--- src/rxseq_pkg.sv ---
/*
 * Shared constants and types of the receiver restart and mode sequencer:
 * register offsets, field positions, chip mode codes and timing counts.
 * Assumes a 50 MHz system clock and a 32-bit classic Wishbone register bus.
 */
package rxseq_pkg;

    // Register byte offsets
    localparam logic [3:0] REG_CMD     = 4'h0;  // Write-only command strobes
    localparam logic [3:0] REG_SEQ_CFG = 4'h4;  // Sequencer setup register
    localparam logic [3:0] REG_RX_CFG  = 4'h8;  // Receiver setup register
    localparam logic [3:0] REG_STATUS  = 4'hC;  // Read-only status

    // Command bits
    localparam int CMD_LAUNCH  = 0;
    localparam int CMD_STOP    = 1;
    localparam int CMD_RESTART = 2;
    localparam int CMD_RELOCK  = 3;

    // Sequencer setup fields
    localparam int SEQ_OPMODE_LSB = 0;  // Three bits of manual chip mode
    localparam int SEQ_IDLE_PWR   = 3;
    localparam int SEQ_LAUNCH_LSB = 4;  // Two bits
    localparam int SEQ_LOWPWR     = 6;
    localparam int SEQ_IDLE_EXIT  = 7;

    // Receiver setup fields
    localparam int RX_AUTO_LSB  = 0;    // Two bits
    localparam int RX_COLL_EN   = 2;
    localparam int RX_LEVEL_LSB = 8;    // Eight bits, one dB a step
    localparam int RX_DELAY_LSB = 16;   // Eight bits, one microsecond a step

    // Reset values
    localparam logic [31:0] SEQ_CFG_RST = 32'h0000_0001;
    localparam logic [31:0] RX_CFG_RST  = 32'h0000_0000;

    // Chip mode codes
    localparam logic [2:0] MODE_SLEEP   = 3'h0;
    localparam logic [2:0] MODE_STANDBY = 3'h1;
    localparam logic [2:0] MODE_TX      = 3'h3;
    localparam logic [2:0] MODE_RX      = 3'h5;

    // Field encodings
    localparam logic [1:0] AUTO_OFF    = 2'h0;
    localparam logic [1:0] AUTO_SAME   = 2'h1;
    localparam logic [1:0] AUTO_RELOCK = 2'h2;
    localparam logic [1:0] GO_LOWPWR   = 2'h0;
    localparam logic [1:0] GO_RX       = 2'h1;
    localparam logic [1:0] GO_TX       = 2'h2;

    // Timing
    localparam int CLK_MHZ       = 50;
    localparam int DELAY_UNIT_US = 1;
    localparam int RELOCK_US     = 10;
    localparam logic [15:0] UNIT_CYC   = 16'(CLK_MHZ * DELAY_UNIT_US);
    localparam logic [15:0] RELOCK_CYC = 16'(CLK_MHZ * RELOCK_US);

    // Sequencer states
    typedef enum logic [2:0] {
        SQ_OFF, SQ_IDLE, SQ_TX, SQ_RX, SQ_PKTRX, SQ_LOWPWR, SQ_RXTO
    } rxseq_state_t;

    // Events from the radio datapath
    typedef struct packed {
        logic payloadDone;    // payload_complete_event
        logic fifoEmpty;
        logic fifoLevel;      // fifo_level_event
        logic firstTimer;     // first_timer_event
        logic txDone;
        logic signalExpired;  // signal_wait_expired
        logic preambleExpired;
        logic syncExpired;
        logic modeSettled;    // mode_settled_flag
    } rxseq_evt_t;

endpackage : rxseq_pkg

--- src/rxseq_core.sv ---
/*
 * Receiver restart control and top level mode sequencer, with a classic
 * Wishbone register slave. Radio events and the signal strength come from
 * datapath logic on the same clock, so they are read without synchronisers.
 */
// How it works
// RQ1: Select 00: no automatic restart after packets
// RQ2: Select 01: restart after FIFO empty plus delay
// RQ3: Select 10: extra relock delay before restart
// RQ4: Sudden signal rise during receive restarts receiver
// RQ5: Collision restart only while enable bit set
// RQ6: Collision threshold programmable in one dB steps
// RQ7: Launch from Sleep/Standby; that mode becomes initial
// RQ8: Stop forces sequencer off from any state
// RQ9: Host never writes launch and stop together
// RQ10: Seven sequencer states, four main, three transitory; the code holds packet-received until stop, so only two last one cycle
// RQ11: Off from low-power selection restores initial mode
// RQ12: Idle holds chosen low power, waits first timer
// RQ13: Idle power 0 Standby, 1 Sleep
// RQ14: Launch field picks low-power, receive, transmit, fifo-transmit
// RQ15: Low-power target 0 off, 1 idle
// RQ16: Initial mode latched at launch
// RQ17: Packet-received keeps receiver on, packet in FIFO
// RQ18: Any wait expiry drives receive-timeout state
// RQ19: Manual restart ignored unless mode settled
// RQ20: Idle exit 0 transmit, 1 receive on timer
// RQ21: Launch and stop sampled on clock; stop wins
// RQ22: Restarts only in receive, never while delaying
`timescale 1ns/1ns
module rxseq_core
    import rxseq_pkg::*;
(
    // Clock and reset
    input  wire logic        clk,
    input  wire logic        rstn,
    // Wishbone slave
    input  wire logic        cyc_i,
    input  wire logic        stb_i,
    input  wire logic        we_i,
    input  wire logic [3:0]  adr_i,
    input  wire logic [3:0]  sel_i,
    input  wire logic [31:0] dat_i,
    output logic      [31:0] dat_o,
    output logic             ack_o,
    // Radio datapath
    input  wire rxseq_evt_t  evt,
    input  wire logic [7:0]  rssi,
    // Radio control
    output logic      [2:0]  chipMode,
    output logic             rxRestart,
    output logic             rxRelock
);

    // Everything the block remembers lives in this one struct, so the
    // next-state process copies it whole and edits only what moves
    // Whole module state
    typedef struct packed {
        logic         ack;
        logic [31:0]  rdat;
        logic [31:0]  seqCfg;     // Sequencer setup register
        logic [31:0]  rxCfg;      // Receiver setup register
        rxseq_state_t seq;
        logic [2:0]   initMode;   // Mode at launch
        logic         waitFifo;   // Launch held for FIFO level
        logic [2:0]   mode;
        logic         restart;
        logic         relock;
        logic         armed;      // Packet seen, waiting for FIFO empty
        logic         relockDue;  // Pending restart needs relock
        logic [15:0]  delayCnt;
        logic [7:0]   rssiRef;    // Quietest level since restart
    } rxseq_st_t;

    rxseq_st_t st;       // Current state
    rxseq_st_t next_st;  // Next state

    // Combinational helpers; none of them is stored
    // Decoded bus and command signals, receiver status, collision, timeout and delay load
    logic        req;
    logic        wrNow;
    logic [31:0] laneMask;
    logic        cmdLaunch;
    logic        cmdStop;
    logic        cmdRestart;
    logic        cmdRelock;
    logic        inRx;
    logic        busy;
    logic        collide;
    logic        anyExpired;
    logic [15:0] loadCnt;

    // Byte lane mask from the select lines
    // Lanes with a low select keep their old byte on a write
    genvar g;
    generate
        for (g = 0; g < 4; g++) begin : gLane
            assign laneMask[g*8 +: 8] = {8{sel_i[g]}};
        end
    endgenerate

    // Ack comes one cycle after the request is seen; the write waits for
    // ack so that it lands exactly once, at the edge the master samples
    // Writes land on the edge that samples ack, as the master expects
    assign req   = cyc_i & stb_i;
    assign wrNow = req & we_i & st.ack;

    // Command strobes; launch and stop are seen on this clock only
    // Each strobe lives for a single ack edge; a request held longer
    // acks again every second cycle and applies the command again
    assign cmdStop    = wrNow & (adr_i == REG_CMD) & sel_i[0]
                        & dat_i[CMD_STOP];
    assign cmdLaunch  = wrNow & (adr_i == REG_CMD) & sel_i[0]
                        & dat_i[CMD_LAUNCH] & ~cmdStop;      // [RQ21]
    assign cmdRestart = wrNow & (adr_i == REG_CMD) & sel_i[0]
                        & dat_i[CMD_RESTART];
    assign cmdRelock  = wrNow & (adr_i == REG_CMD) & sel_i[0]
                        & dat_i[CMD_RELOCK];

    // Receiver activity and restart hold-off
    // Busy covers both the armed wait for an empty FIFO and the running
    // delay; manual and collision restarts are held off while it is high
    assign inRx = (st.mode == MODE_RX);
    assign busy = (st.delayCnt != 16'h0000) | st.armed;

    // Collision: rise above the quiet level by the programmed dB steps
    // The sum is one bit wider so a high level cannot wrap round and
    // turn a quiet channel into a false collision
    assign collide = st.rxCfg[RX_COLL_EN] & inRx & ~busy & ~st.restart
        & ({1'b0, rssi} > ({1'b0, st.rssiRef}
        + {1'b0, st.rxCfg[RX_LEVEL_LSB +: 8]}));          // [RQ4] [RQ5] [RQ6]

    // Any of the three wait timeouts
    // They are treated alike; which one fired is not kept
    assign anyExpired = evt.signalExpired | evt.preambleExpired
                        | evt.syncExpired;                  // [RQ18]

    // Post-packet delay in cycles, longer when the synthesizer must relock
    // One extra cycle so a zero delay still pulses a cycle after the
    // FIFO empties; the widest load, with the relock time added, still
    // fits the sixteen-bit counter
    always_comb begin
        loadCnt = 16'(st.rxCfg[RX_DELAY_LSB +: 8] * UNIT_CYC) + 16'h0001;
        if (st.rxCfg[RX_AUTO_LSB +: 2] == AUTO_RELOCK) begin
            loadCnt = loadCnt + RELOCK_CYC;                 // [RQ3]
        end
    end

    // Next state of the whole block
    // Pulses default low each cycle; every other field holds unless a
    // branch below changes it
    always_comb begin
        next_st         = st;
        next_st.restart = 1'b0;
        next_st.relock  = 1'b0;

        // Bus slave: one wait state, then ack for one cycle
        // Read data is zero whenever ack is low, keeping the bus quiet
        next_st.ack  = req & ~st.ack;
        next_st.rdat = 32'h0000_0000;
        if (req & ~st.ack & ~we_i) begin
            unique case (adr_i)
                REG_SEQ_CFG: next_st.rdat = st.seqCfg;
                REG_RX_CFG:  next_st.rdat = st.rxCfg;
                REG_STATUS:  next_st.rdat = {23'h0, st.armed, busy,
                                evt.modeSettled, st.mode, st.seq};
                default:     next_st.rdat = 32'h0000_0000;  // Unmapped
            endcase
        end

        // Register writes, lane by lane
        // Unused bits are masked so they always read back as zero
        // Writes to the command and status offsets change no register
        if (wrNow && adr_i == REG_SEQ_CFG) begin
            next_st.seqCfg = ((st.seqCfg & ~laneMask) | (dat_i & laneMask))
                             & 32'h0000_00FF;
        end
        if (wrNow && adr_i == REG_RX_CFG) begin
            next_st.rxCfg = ((st.rxCfg & ~laneMask) | (dat_i & laneMask))
                            & 32'h00FF_FF07;
        end

        // Sequencer; receive-timeout and low-power selection last one cycle, packet-received holds
        // Transitory states need no counter of their own
        // A launch counts only from off and only in Sleep or Standby;
        // any other manual mode leaves the sequencer where it is
        unique case (st.seq)
            SQ_OFF: begin
                if (cmdLaunch && (st.seqCfg[2:0] == MODE_SLEEP
                    || st.seqCfg[2:0] == MODE_STANDBY)) begin   // [RQ7]
                    next_st.initMode = st.seqCfg[2:0];          // [RQ16]
                    unique case (st.seqCfg[SEQ_LAUNCH_LSB +: 2]) // [RQ14]
                        GO_LOWPWR: next_st.seq = SQ_LOWPWR;
                        GO_RX:     next_st.seq = SQ_RX;
                        GO_TX:     next_st.seq = SQ_TX;
                        default: begin
                            next_st.seq      = SQ_TX;
                            next_st.waitFifo = 1'b1;
                        end
                    endcase
                end
            end
            SQ_IDLE: begin
                // Only the first timer event moves idle on
                // A timeout or a packet seen here is ignored
                if (evt.firstTimer) begin                       // [RQ12]
                    next_st.seq = st.seqCfg[SEQ_IDLE_EXIT]
                                  ? SQ_RX : SQ_TX;              // [RQ20]
                end
            end
            SQ_TX: begin
                // With a FIFO-level launch the transmitter waits for the
                // level event; the chip keeps its initial mode meanwhile
                if (st.waitFifo) begin
                    if (evt.fifoLevel) begin
                        next_st.waitFifo = 1'b0;
                    end
                end else if (evt.txDone) begin
                    next_st.seq = SQ_LOWPWR;
                end
            end
            SQ_RX: begin
                // A timeout outranks a packet finishing in the same cycle
                if (anyExpired) begin
                    next_st.seq = SQ_RXTO;                      // [RQ18]
                end else if (evt.payloadDone) begin
                    next_st.seq = SQ_PKTRX;
                end
            end
            SQ_PKTRX: begin
                // Receiver stays on; packet waits in the FIFO     [RQ17]
                // Leaving is outside this block; only stop ends it
                next_st.seq = SQ_PKTRX;
            end
            SQ_RXTO: begin
                // Transitory: one cycle, then low-power selection
                next_st.seq = SQ_LOWPWR;
            end
            SQ_LOWPWR: begin
                // Transitory: one cycle, picks idle or off
                if (st.seqCfg[SEQ_LOWPWR]) begin
                    next_st.seq = SQ_IDLE;                      // [RQ15]
                end else begin
                    next_st.seq = SQ_OFF;                       // [RQ15]
                    next_st.seqCfg[SEQ_OPMODE_LSB +: 3] =
                        st.initMode;                            // [RQ11]
                end
            end
        endcase

        // Stop overrides every state, including a launch      [RQ8] [RQ21]
        // It stands after the state case so that it beats any transition
        // decided in the same cycle
        if (cmdStop) begin
            next_st.seq      = SQ_OFF;
            next_st.waitFifo = 1'b0;
        end

        // Chip mode follows the sequencer state                  [RQ10]
        // Worked out from the next state so mode and state change on one
        // edge; transitory states keep the mode they found
        unique case (next_st.seq)
            SQ_OFF:   next_st.mode = next_st.seqCfg[2:0];
            SQ_IDLE:  next_st.mode = st.seqCfg[SEQ_IDLE_PWR]
                                     ? MODE_SLEEP : MODE_STANDBY; // [RQ13]
            SQ_TX:    next_st.mode = next_st.waitFifo
                                     ? st.initMode : MODE_TX;
            SQ_RX:    next_st.mode = MODE_RX;
            SQ_PKTRX: next_st.mode = MODE_RX;                     // [RQ17]
            default:  next_st.mode = st.mode;
        endcase

        // Automatic restart after a valid packet
        // Leaving receive drops any pending restart; otherwise it would
        // fire on the next visit to receive with a stale delay
        if (!inRx) begin
            next_st.armed    = 1'b0;                             // [RQ22]
            next_st.delayCnt = 16'h0000;
        end else if (st.delayCnt != 16'h0000) begin
            next_st.delayCnt = st.delayCnt - 16'h0001;
            if (st.delayCnt == 16'h0001) begin
                next_st.restart = ~st.relockDue;                 // [RQ2]
                next_st.relock  = st.relockDue;                  // [RQ3]
            end
        end else if (st.armed) begin
            if (evt.fifoEmpty) begin
                next_st.armed     = 1'b0;
                next_st.delayCnt  = loadCnt;                     // [RQ2]
                next_st.relockDue = (st.rxCfg[RX_AUTO_LSB +: 2]
                                     == AUTO_RELOCK);
            end
        end else if (evt.payloadDone
                     && st.rxCfg[RX_AUTO_LSB +: 2] != AUTO_OFF) begin
            next_st.armed = 1'b1;                                // [RQ1]
        end

        // Manual restart only once the mode has settled   [RQ19] [RQ22]
        // The settled flag is judged at the edge that takes the write;
        // relock wins over a plain restart, as it covers both cases
        if (inRx && !busy && evt.modeSettled) begin
            if (cmdRelock) begin
                next_st.relock = 1'b1;
            end else if (cmdRestart) begin
                next_st.restart = 1'b1;
            end
        end

        // Collision restart keeps the current frequency
        // No relock here: a collision does not move the carrier
        if (collide) begin
            next_st.restart = 1'b1;                              // [RQ4]
        end

        // Quiet level restarts at each restart, then tracks the minimum
        // Tracking the minimum keeps slow fading from reading as a collision
        if (next_st.restart || next_st.relock || !inRx) begin
            next_st.rssiRef = rssi;
        end else if (rssi < st.rssiRef) begin
            next_st.rssiRef = rssi;
        end
    end

    // State register
    // Reset gives Standby with the sequencer off and no pulse pending
    always_ff @(posedge clk or negedge rstn) begin
        if (!rstn) begin
            st           <= '0;
            st.seqCfg    <= SEQ_CFG_RST;
            st.rxCfg     <= RX_CFG_RST;
            st.seq       <= SQ_OFF;
            st.initMode  <= MODE_STANDBY;
            st.mode      <= MODE_STANDBY;
        end else begin
            st <= next_st;
        end
    end

    // Outputs straight from flip-flops
    // Every output is a register field with no logic after it
    assign dat_o     = st.rdat;
    assign ack_o     = st.ack;
    assign chipMode  = st.mode;
    assign rxRestart = st.restart;
    assign rxRelock  = st.relock;

endmodule : rxseq_core

--- config.mk ---
export PLATFORM = sky130hd
export DESIGN_NAME = rxseq_core
export DESIGN_NICKNAME = d
export VERILOG_FILES = /design/src/rxseq_pkg.sv /design/src/rxseq_core.sv
export SDC_FILE = /design/constraint.sdc
export NUM_CORES = 1
export LEC_CHECK = 0
export BUFFER_PORTS_ARGS = -buffer_cell sky130_fd_sc_hd__buf_2
export CORE_AREA = 2 2 134 136
export CTS_CLUSTER_SIZE = 16
export DETAILED_ROUTE_END_ITERATION = 7
export DIE_AREA = 0 0 136 138
export MAX_ROUTING_LAYER = met4
export PLACE_DENSITY = 0.62
export SYNTH_ARGS = -nofsm -noshare
export SYNTH_HDL_FRONTEND = slang
export SYNTH_SLANG_ARGS = --single-unit
export TNS_END_PERCENT = 1
--- constraint.sdc ---
create_clock -name clk -period 3.4 [get_ports clk]
set_input_delay 0.17 -clock clk [delete_from_list [all_inputs] [get_ports clk]]
set_output_delay 0.17 -clock clk [all_outputs]
set_load 0.02 [all_outputs]
==> impl_metrics.json, run 1 <==
{
  "ios": 100,
  "synthCells": 597,
  "violations": "setup timing",
  "vias_per_cell": 4.93,
  "clock_latency_ns": 0.35,
  "cts_tree": "built",
  "nets": 814,
  "hold_ws_ns": 0.0303,
  "power_frac_seq_pct": 34.2,
  "critPathRequiredTime_ns": 3.68,
  "relSlewSlack_pct": 53.8,
  "hold_viol_final": 0,
  "drt-total-wl_mm": 13.6,
  "rsz0062_at_grt": "true",
  "grt_pass1_vias": 4596,
  "cts.sinks": 90,
  "ys.flop_type": "dfrtp_1",
  "fp-row-count": 49,
  "p_int_mw": 2.53,
  "power_density_mw_per_mm2": 572,
  "grt_usage_pct": 15.5,
  "drive_gt1_share_pct": 30.2,
  "die_w_um": 136,
  "finalCritPeriodShare_pct": 102,
  "max_slew.worst_pin.slew_ns": 0.690,
  "final_cells": 927,
  "p_leak_nw": 3.54,
  "drt_iter0_markers": 271,
  "cp-end-kind": "flip-flop",
  "cap_viol_max_count": 0,
  "ys_seq_elements": 90,
  "status": "complete, but fails checks",
  "switching_share_pct": 38.1,
  "fmax_mhz": 289,
  "antenna_cells": 0,
  "syn_avg_cell_area_um2": 9.99,
  "async_flop_share_pct": 100,
  "p_sw_mw": 1.56,
  "floorplan.initialDensity_pct": 34.0,
  "fp.dieH_um": 138,
  "core_area_mm2": 0.0175,
  "portBuffers": 82,
  "drtPass1Iterations": 4,
  "hpwl_mm": 10.4,
  "fin_util_pct": 40.7,
  "routedWlPerCell_um": 14.7,
  "synth_edf_count": 0,
  "crit_path_start_kind": "flip-flop",
  "grt_pass1_wl_mm": 22.8,
  "via_count": 4569,
  "cts_inserted_buffers": 9,
  "synth-warning-count": 0,
  "slew_viol_final": 0,
  "final.setup.worst_slack_ns": -0.0644,
  "clk_pin_slew_ns": 0.08,
  "comb_power_share_pct": 40.4,
  "areaGrowthSynthToFinish_pct": 19.8,
  "yosys.cell_types.count": 70,
  "grt_max_degree": 43,
  "htreeDepth": 3,
  "finalCriticalPeriod_ns": 3.46,
  "ir_worst_vdd_v": 0.000260,
  "min_path_type": "in2reg",
  "die_area_mm2": 0.0188,
  "critPathKind": "reg2reg",
  "tns_ns": -0.310,
  "final_antenna_net_count": 0,
  "gp_congestion": 0.801,
  "skew_ns": 0.0113,
  "cp.arrival_ns": 3.75,
  "crit_path_max_fanout": 5,
  "drc": 0,
  "root_buffer": "clkbuf_16",
  "ys_seq_area_share_pct": 37.8,
  "clockBufferDepth": 2,
  "clockPowerShare_pct": 25.4,
  "dp_cells": 902,
  "syn-cell-area_mm2": 0.00596,
  "setup_viol": 9,
  "antenna_found_initial": 0,
  "gr-total-overflow": 0
}
power by group through the flow:
stage	clock, mW	combinational (mW)	sequential [mW]
global route	1.11	1.86	1.42
detailed placement	0	1.60	1.41
floorplan	0	1.29	1.33
CTS	1.06	1.64	1.39
finish	1.04	1.65	1.40
global placement	0	1.58	1.41
cell type report:
class,instances,area (um^2)
clock buffer,10,229
clock inverter,6,71.3
fill,1748,10400
inverter,28,105
multi-input combinational,437,3430
sequential,90,2260
tap,229,287
timing repair buffer,127,761
per-layer routing:
layer  vias up  share of wire [%]  wire length (um)  track usage, %
met1      2196                 47              6340            20.1
met4         0                1.7               229            5.43
met5         -                  0                 0               -
met3        16                3.3               444            1.80
met2        79                 48              6580            24.9
li1       2278                  -                 -               -
cells in the mapped netlist, drive strengths merged (4+ instances only):
| cell | n | area, um^2 |
|---|---|---|
| a211oi | 9 | 67.6 |
| a21oi | 19 | 98.9 |
| a22oi | 14 | 105 |
| and2 | 21 | 131 |
| and3 | 6 | 42.5 |
| buf | 39 | 295 |
| clkbuf | 10 | 37.5 |
| dfrtp | 87 | 2180 |
| fa | 4 | 80.1 |
| ha | 55 | 688 |
| inv | 28 | 105 |
| mux2 | 33 | 372 |
| mux2i | 5 | 50.1 |
| nand2 | 43 | 164 |
| nand2b | 6 | 37.5 |
| nand3 | 10 | 50.1 |
| nand4 | 6 | 37.5 |
| nor2 | 47 | 176 |
| nor2b | 5 | 31.3 |
| nor3 | 20 | 105 |
| nor4 | 11 | 96.3 |
| o21a | 4 | 30.0 |
| o21ai | 20 | 100 |
| o22ai | 4 | 25.0 |
| or2 | 4 | 25.0 |
| xnor2 | 12 | 105 |
| xor2 | 23 | 201 |
worst max-delay path, cell delays in order (launching register included):
cell,delay [ns]
dfrtp_2,0.46
ha_4,0.26
ha_4,0.24
fa_1,0.59
ha_4,0.24
a211oi_2,0.27
o21ai_1,0.11
a32oi_1,0.21
nand2_1,0.11
or2_4,0.25
or4b_1,0.52
a21oi_1,0.13
cell families after synthesis:
| kind of cell | count (synthesis) | synth area share, % |
|---|---|---|
| compound gates | 98 | 11.5 |
| xor+xnor | 35 | 5.14 |
| fa+ha+maj | 59 | 12.9 |
| buf+inv | 77 | 7.34 |
| flops | 90 | 37.8 |
| mux | 38 | 7.07 |
| other cells | 1 | 0.0629 |
| simple gates | 199 | 18.2 |
worst paths after layout:
check / startpoint / end / slack (ns) / cells after the start
min in group asynchronous: rstn / async pin / 0.36 / 2
setup reg to reg: flip-flop / st[22] / -0.06 / 11
hold / removal: dat_i[9] / flip-flop / 0.03 / 3
hold reg to reg: ack_o / ack_o / 0.47 / 1
setup / recovery: flip-flop / st[22] / -0.06 / 11
max in group asynchronous: rstn / st[32] / 2.23 / 3
layout by cell type, fill, tap and decap left out, drive strengths merged, types with 4 or more instances in the layout:
cell type,synthesis,final
a211oi,9,9
a21oi,19,19
a22oi,14,14
and2,21,21
and3,6,6
buf,39,126
clkbuf,10,10
conb,1,8
dfrtp,87,87
fa,4,4
ha,55,55
inv,28,31
mux2,33,33
mux2i,5,5
nand2,43,43
nand2b,6,6
nand3,10,10
nand4,6,6
nor2,47,47
nor2b,5,5
nor3,20,20
nor4,11,11
o21a,4,4
o21ai,20,20
o22ai,4,4
or2,4,4
xnor2,12,12
xor2,23,23
repair_timing:
action / 4_1_cts / 5_1_grt
setup endpoints to repair: 9 / 12
buffers inserted: 8 / 0
pin swaps: 17 / 1
gates resized for setup: 15 / 7
hold endpoints to repair: 40 / 0
hold buffers: 1 / 0
stage by stage:
stage                     setup WS [ns]  area (um^2)  power (mW)
after floorplan                 -0.0622         6030        2.63
after global placement           -0.111         6670        2.99
after detailed placement         -0.159         6670        3.01
after CTS                       -0.0465         7110        4.10
after global routing             -0.232         7140        4.39
final                           -0.0644         7140        4.08
Power figures use the tool's default switching activity.
==> run 2: changes to the inputs <==
Settings changed: BUFFER_PORTS_ARGS -buffer_cell sky130_fd_sc_hd__buf_2 to unset, CORE_AREA 2 2 134 136 to 2 2 108 110, DIE_AREA 0 0 136 138 to 0 0 110 112, DONT_BUFFER_PORTS set to 1, PLACE_DENSITY 0.62 to 0.79, SKIP_CTS_REPAIR_TIMING set to 1.
==> run 2 against run 1 <==
Compared with the run above:
- the run ends with hold timing, setup timing left
- first-iteration DRC count grew 45%
- wire length grew 3.1%
- sequential share of layout area grew 1.0 points
- worst hold slack lost 0.080 ns
- die area shrank 34%
- flip-flop and latch count is the same
- via count grew 0.11%
- power shrank 0.25%
- register-to-register slack gained 0.03 ns
- critical path depth is the same
- final cell count shrank 15%
- critical endpoint unchanged
==> impl_metrics.json, run 2 (synthesized netlist as in run 1, its figures left out) <==
{
  "status": "complete, but fails checks",
  "violations": "hold timing, setup timing",
  "cts_tree": "built",
  "hold_viol_final": 2,
  "rsz0062_at_grt": "true",
  "clockPowerShare_pct": 25.0,
  "floorplan.initialDensity_pct": 53.4,
  "routedWlPerCell_um": 17.8,
  "finalCriticalPeriod_ns": 3.43,
  "drt-total-wl_mm": 14.0,
  "p_sw_mw": 1.54,
  "finalCritPeriodShare_pct": 101,
  "antenna_found_initial": 0,
  "fp-row-count": 39,
  "setup_viol": 7,
  "cap_viol_max_count": 0,
  "die_area_mm2": 0.0123,
  "cp_slowest_cell": "fa_1",
  "cp-end-kind": "flip-flop",
  "p_leak_nw": 3.32,
  "cp_slowest_stage_delay_ns": 0.48,
  "mostFrequentLayoutCells": "87 x dfrtp_1, 52 x ha_1, 47 x nor2_1, 42 x nand2_1, 36 x buf_4",
  "power_frac_seq_pct": 35.0,
  "clk_pin_slew_ns": 0.06,
  "root_buffer": "clkbuf_16",
  "crit_path_start_kind": "flip-flop",
  "ios": 100,
  "die_w_um": 110,
  "ir_worst_vdd_v": 0.000434,
  "slew_viol_final": 0,
  "htreeDepth": 3,
  "nets": 759,
  "hpwl_mm": 9.99,
  "cp.arrival_ns": 3.71,
  "final_antenna_net_count": 0,
  "tns_ns": -0.101,
  "drive_gt1_share_pct": 19.3,
  "gp_congestion": 0.916,
  "final_common_cell": "dfrtp_1",
  "critPathRequiredTime_ns": 3.68,
  "finalPower_mw": 4.07,
  "gr-total-overflow": 0,
  "grt_pass1_vias": 4630,
  "skew_ns": 0.00694,
  "critPathKind": "reg2reg",
  "comb_power_share_pct": 40.0,
  "grt_usage_pct": 23.6,
  "relSlewSlack_pct": 54.0,
  "pre_cts_ws_ns": -0.188,
  "final.setup.worst_slack_ns": -0.0343,
  "p_int_mw": 2.53,
  "drc": 0,
  "cts.sinks": 90,
  "cts_inserted_buffers": 9,
  "core_area_mm2": 0.0112,
  "areaGrowthSynthToFinish_pct": 16.0,
  "min_path_type": "in2reg",
  "grt_max_degree": 91,
  "via_count": 4574,
  "fmax_mhz": 291,
  "grt_pass1_wl_mm": 22.1,
  "drt_iter0_markers": 392,
  "clockBufferDepth": 2,
  "antenna_cells": 0,
  "hold_ws_ns": -0.0498,
  "power_density_mw_per_mm2": 589,
  "crit_path_cell_trace": "ha_1, ha_1, fa_1, ha_4, inv_1, o21bai_1, xor2_1, o311ai_1, or2_4, or4b_1, a21oi_1",
  "drtPass1Iterations": 4,
  "cp_common_cell": "ha_1",
  "crit_path_max_fanout": 5,
  "fp.dieH_um": 112,
  "max_slew.worst_pin.slew_ns": 0.687,
  "switching_share_pct": 37.8,
  "portBuffers": 0,
  "clock_latency_ns": 0.35,
  "vias_per_cell": 5.82
}
[run 2: cell count changes in the layout (fill, tap and decap cells not counted), sizes merged]
cell,change
inv,-2
buf,-87
clkinvlp,-2
dlygate4sd3,+32
clkbuf,+1
clkinv,+3
[run 2: critical path, delay by kind of cell (launching register included)]
family	cells	cell delay, ns
adder cells (fa/ha/maj)	4	1.43
AND/OR/NAND/NOR	2	0.75
AO/OA/AOI/OAI	3	0.46
flip-flops	1	0.43
XOR/XNOR	1	0.24
buffers and inverters	1	0.05
[run 2: power by group through the flow]
stage / clock network (mW) / logic (mW) / registers (mW)
6_report: 1.02 / 1.63 / 1.43
5_1_grt: 1.09 / 1.82 / 1.44
4_1_cts: 1.04 / 1.50 / 1.42
3_5_place_dp: 0 / 1.49 / 1.43
3_3_place_gp: 0 / 1.43 / 1.42
2_1_floorplan: 0 / 1.29 / 1.33
[run 2: metrics by stage]
step	cell area [um^2]	util, %	cells	hold slack, ns
after global placement	6120	54.8	731	-0.124
final	6920	61.9	786	-0.0498
after detailed placement	6120	54.8	731	-0.124
after global routing	6920	61.9	786	0.00260
after CTS	6430	57.5	747	-0.499
after floorplan	6030	-	604	-0.126
[run 2: routing by layer]
| layer | routed length [um] | vias up | global-route usage (%) |
|---|---|---|---|
| met5 | 0 | - | - |
| met1 | 5830 | 2203 | 28.5 |
| met2 | 7010 | 157 | 37.3 |
| met4 | 427 | 0 | 11.4 |
| met3 | 732 | 43 | 4.86 |
| li1 | - | 2171 | - |
[run 2: layout make-up]
class / instances / area, um^2
repair buffers: 72 / 651
fillers: 851 / 4260
inverters: 28 / 105
clock buffers: 11 / 243
well taps: 143 / 179
multi-input cells: 437 / 3420
clock inverters: 5 / 61.3
flip-flops and latches: 90 / 2260
[run 2: final timing paths]
check                                from   endpoint  slack (ns)  cells after the start
worst max-delay path            flip-flop     st[22]       -0.03                     11
min in group asynchronous            rstn   dat_o[8]        0.42                      2
worst max register to register  flip-flop     st[22]       -0.03                     11
worst min-delay path            dat_i[22]  flip-flop       -0.05                      2
max in group asynchronous            rstn     st[32]        2.63                      2
worst min register to register     st[24]     st[24]        0.51                      2
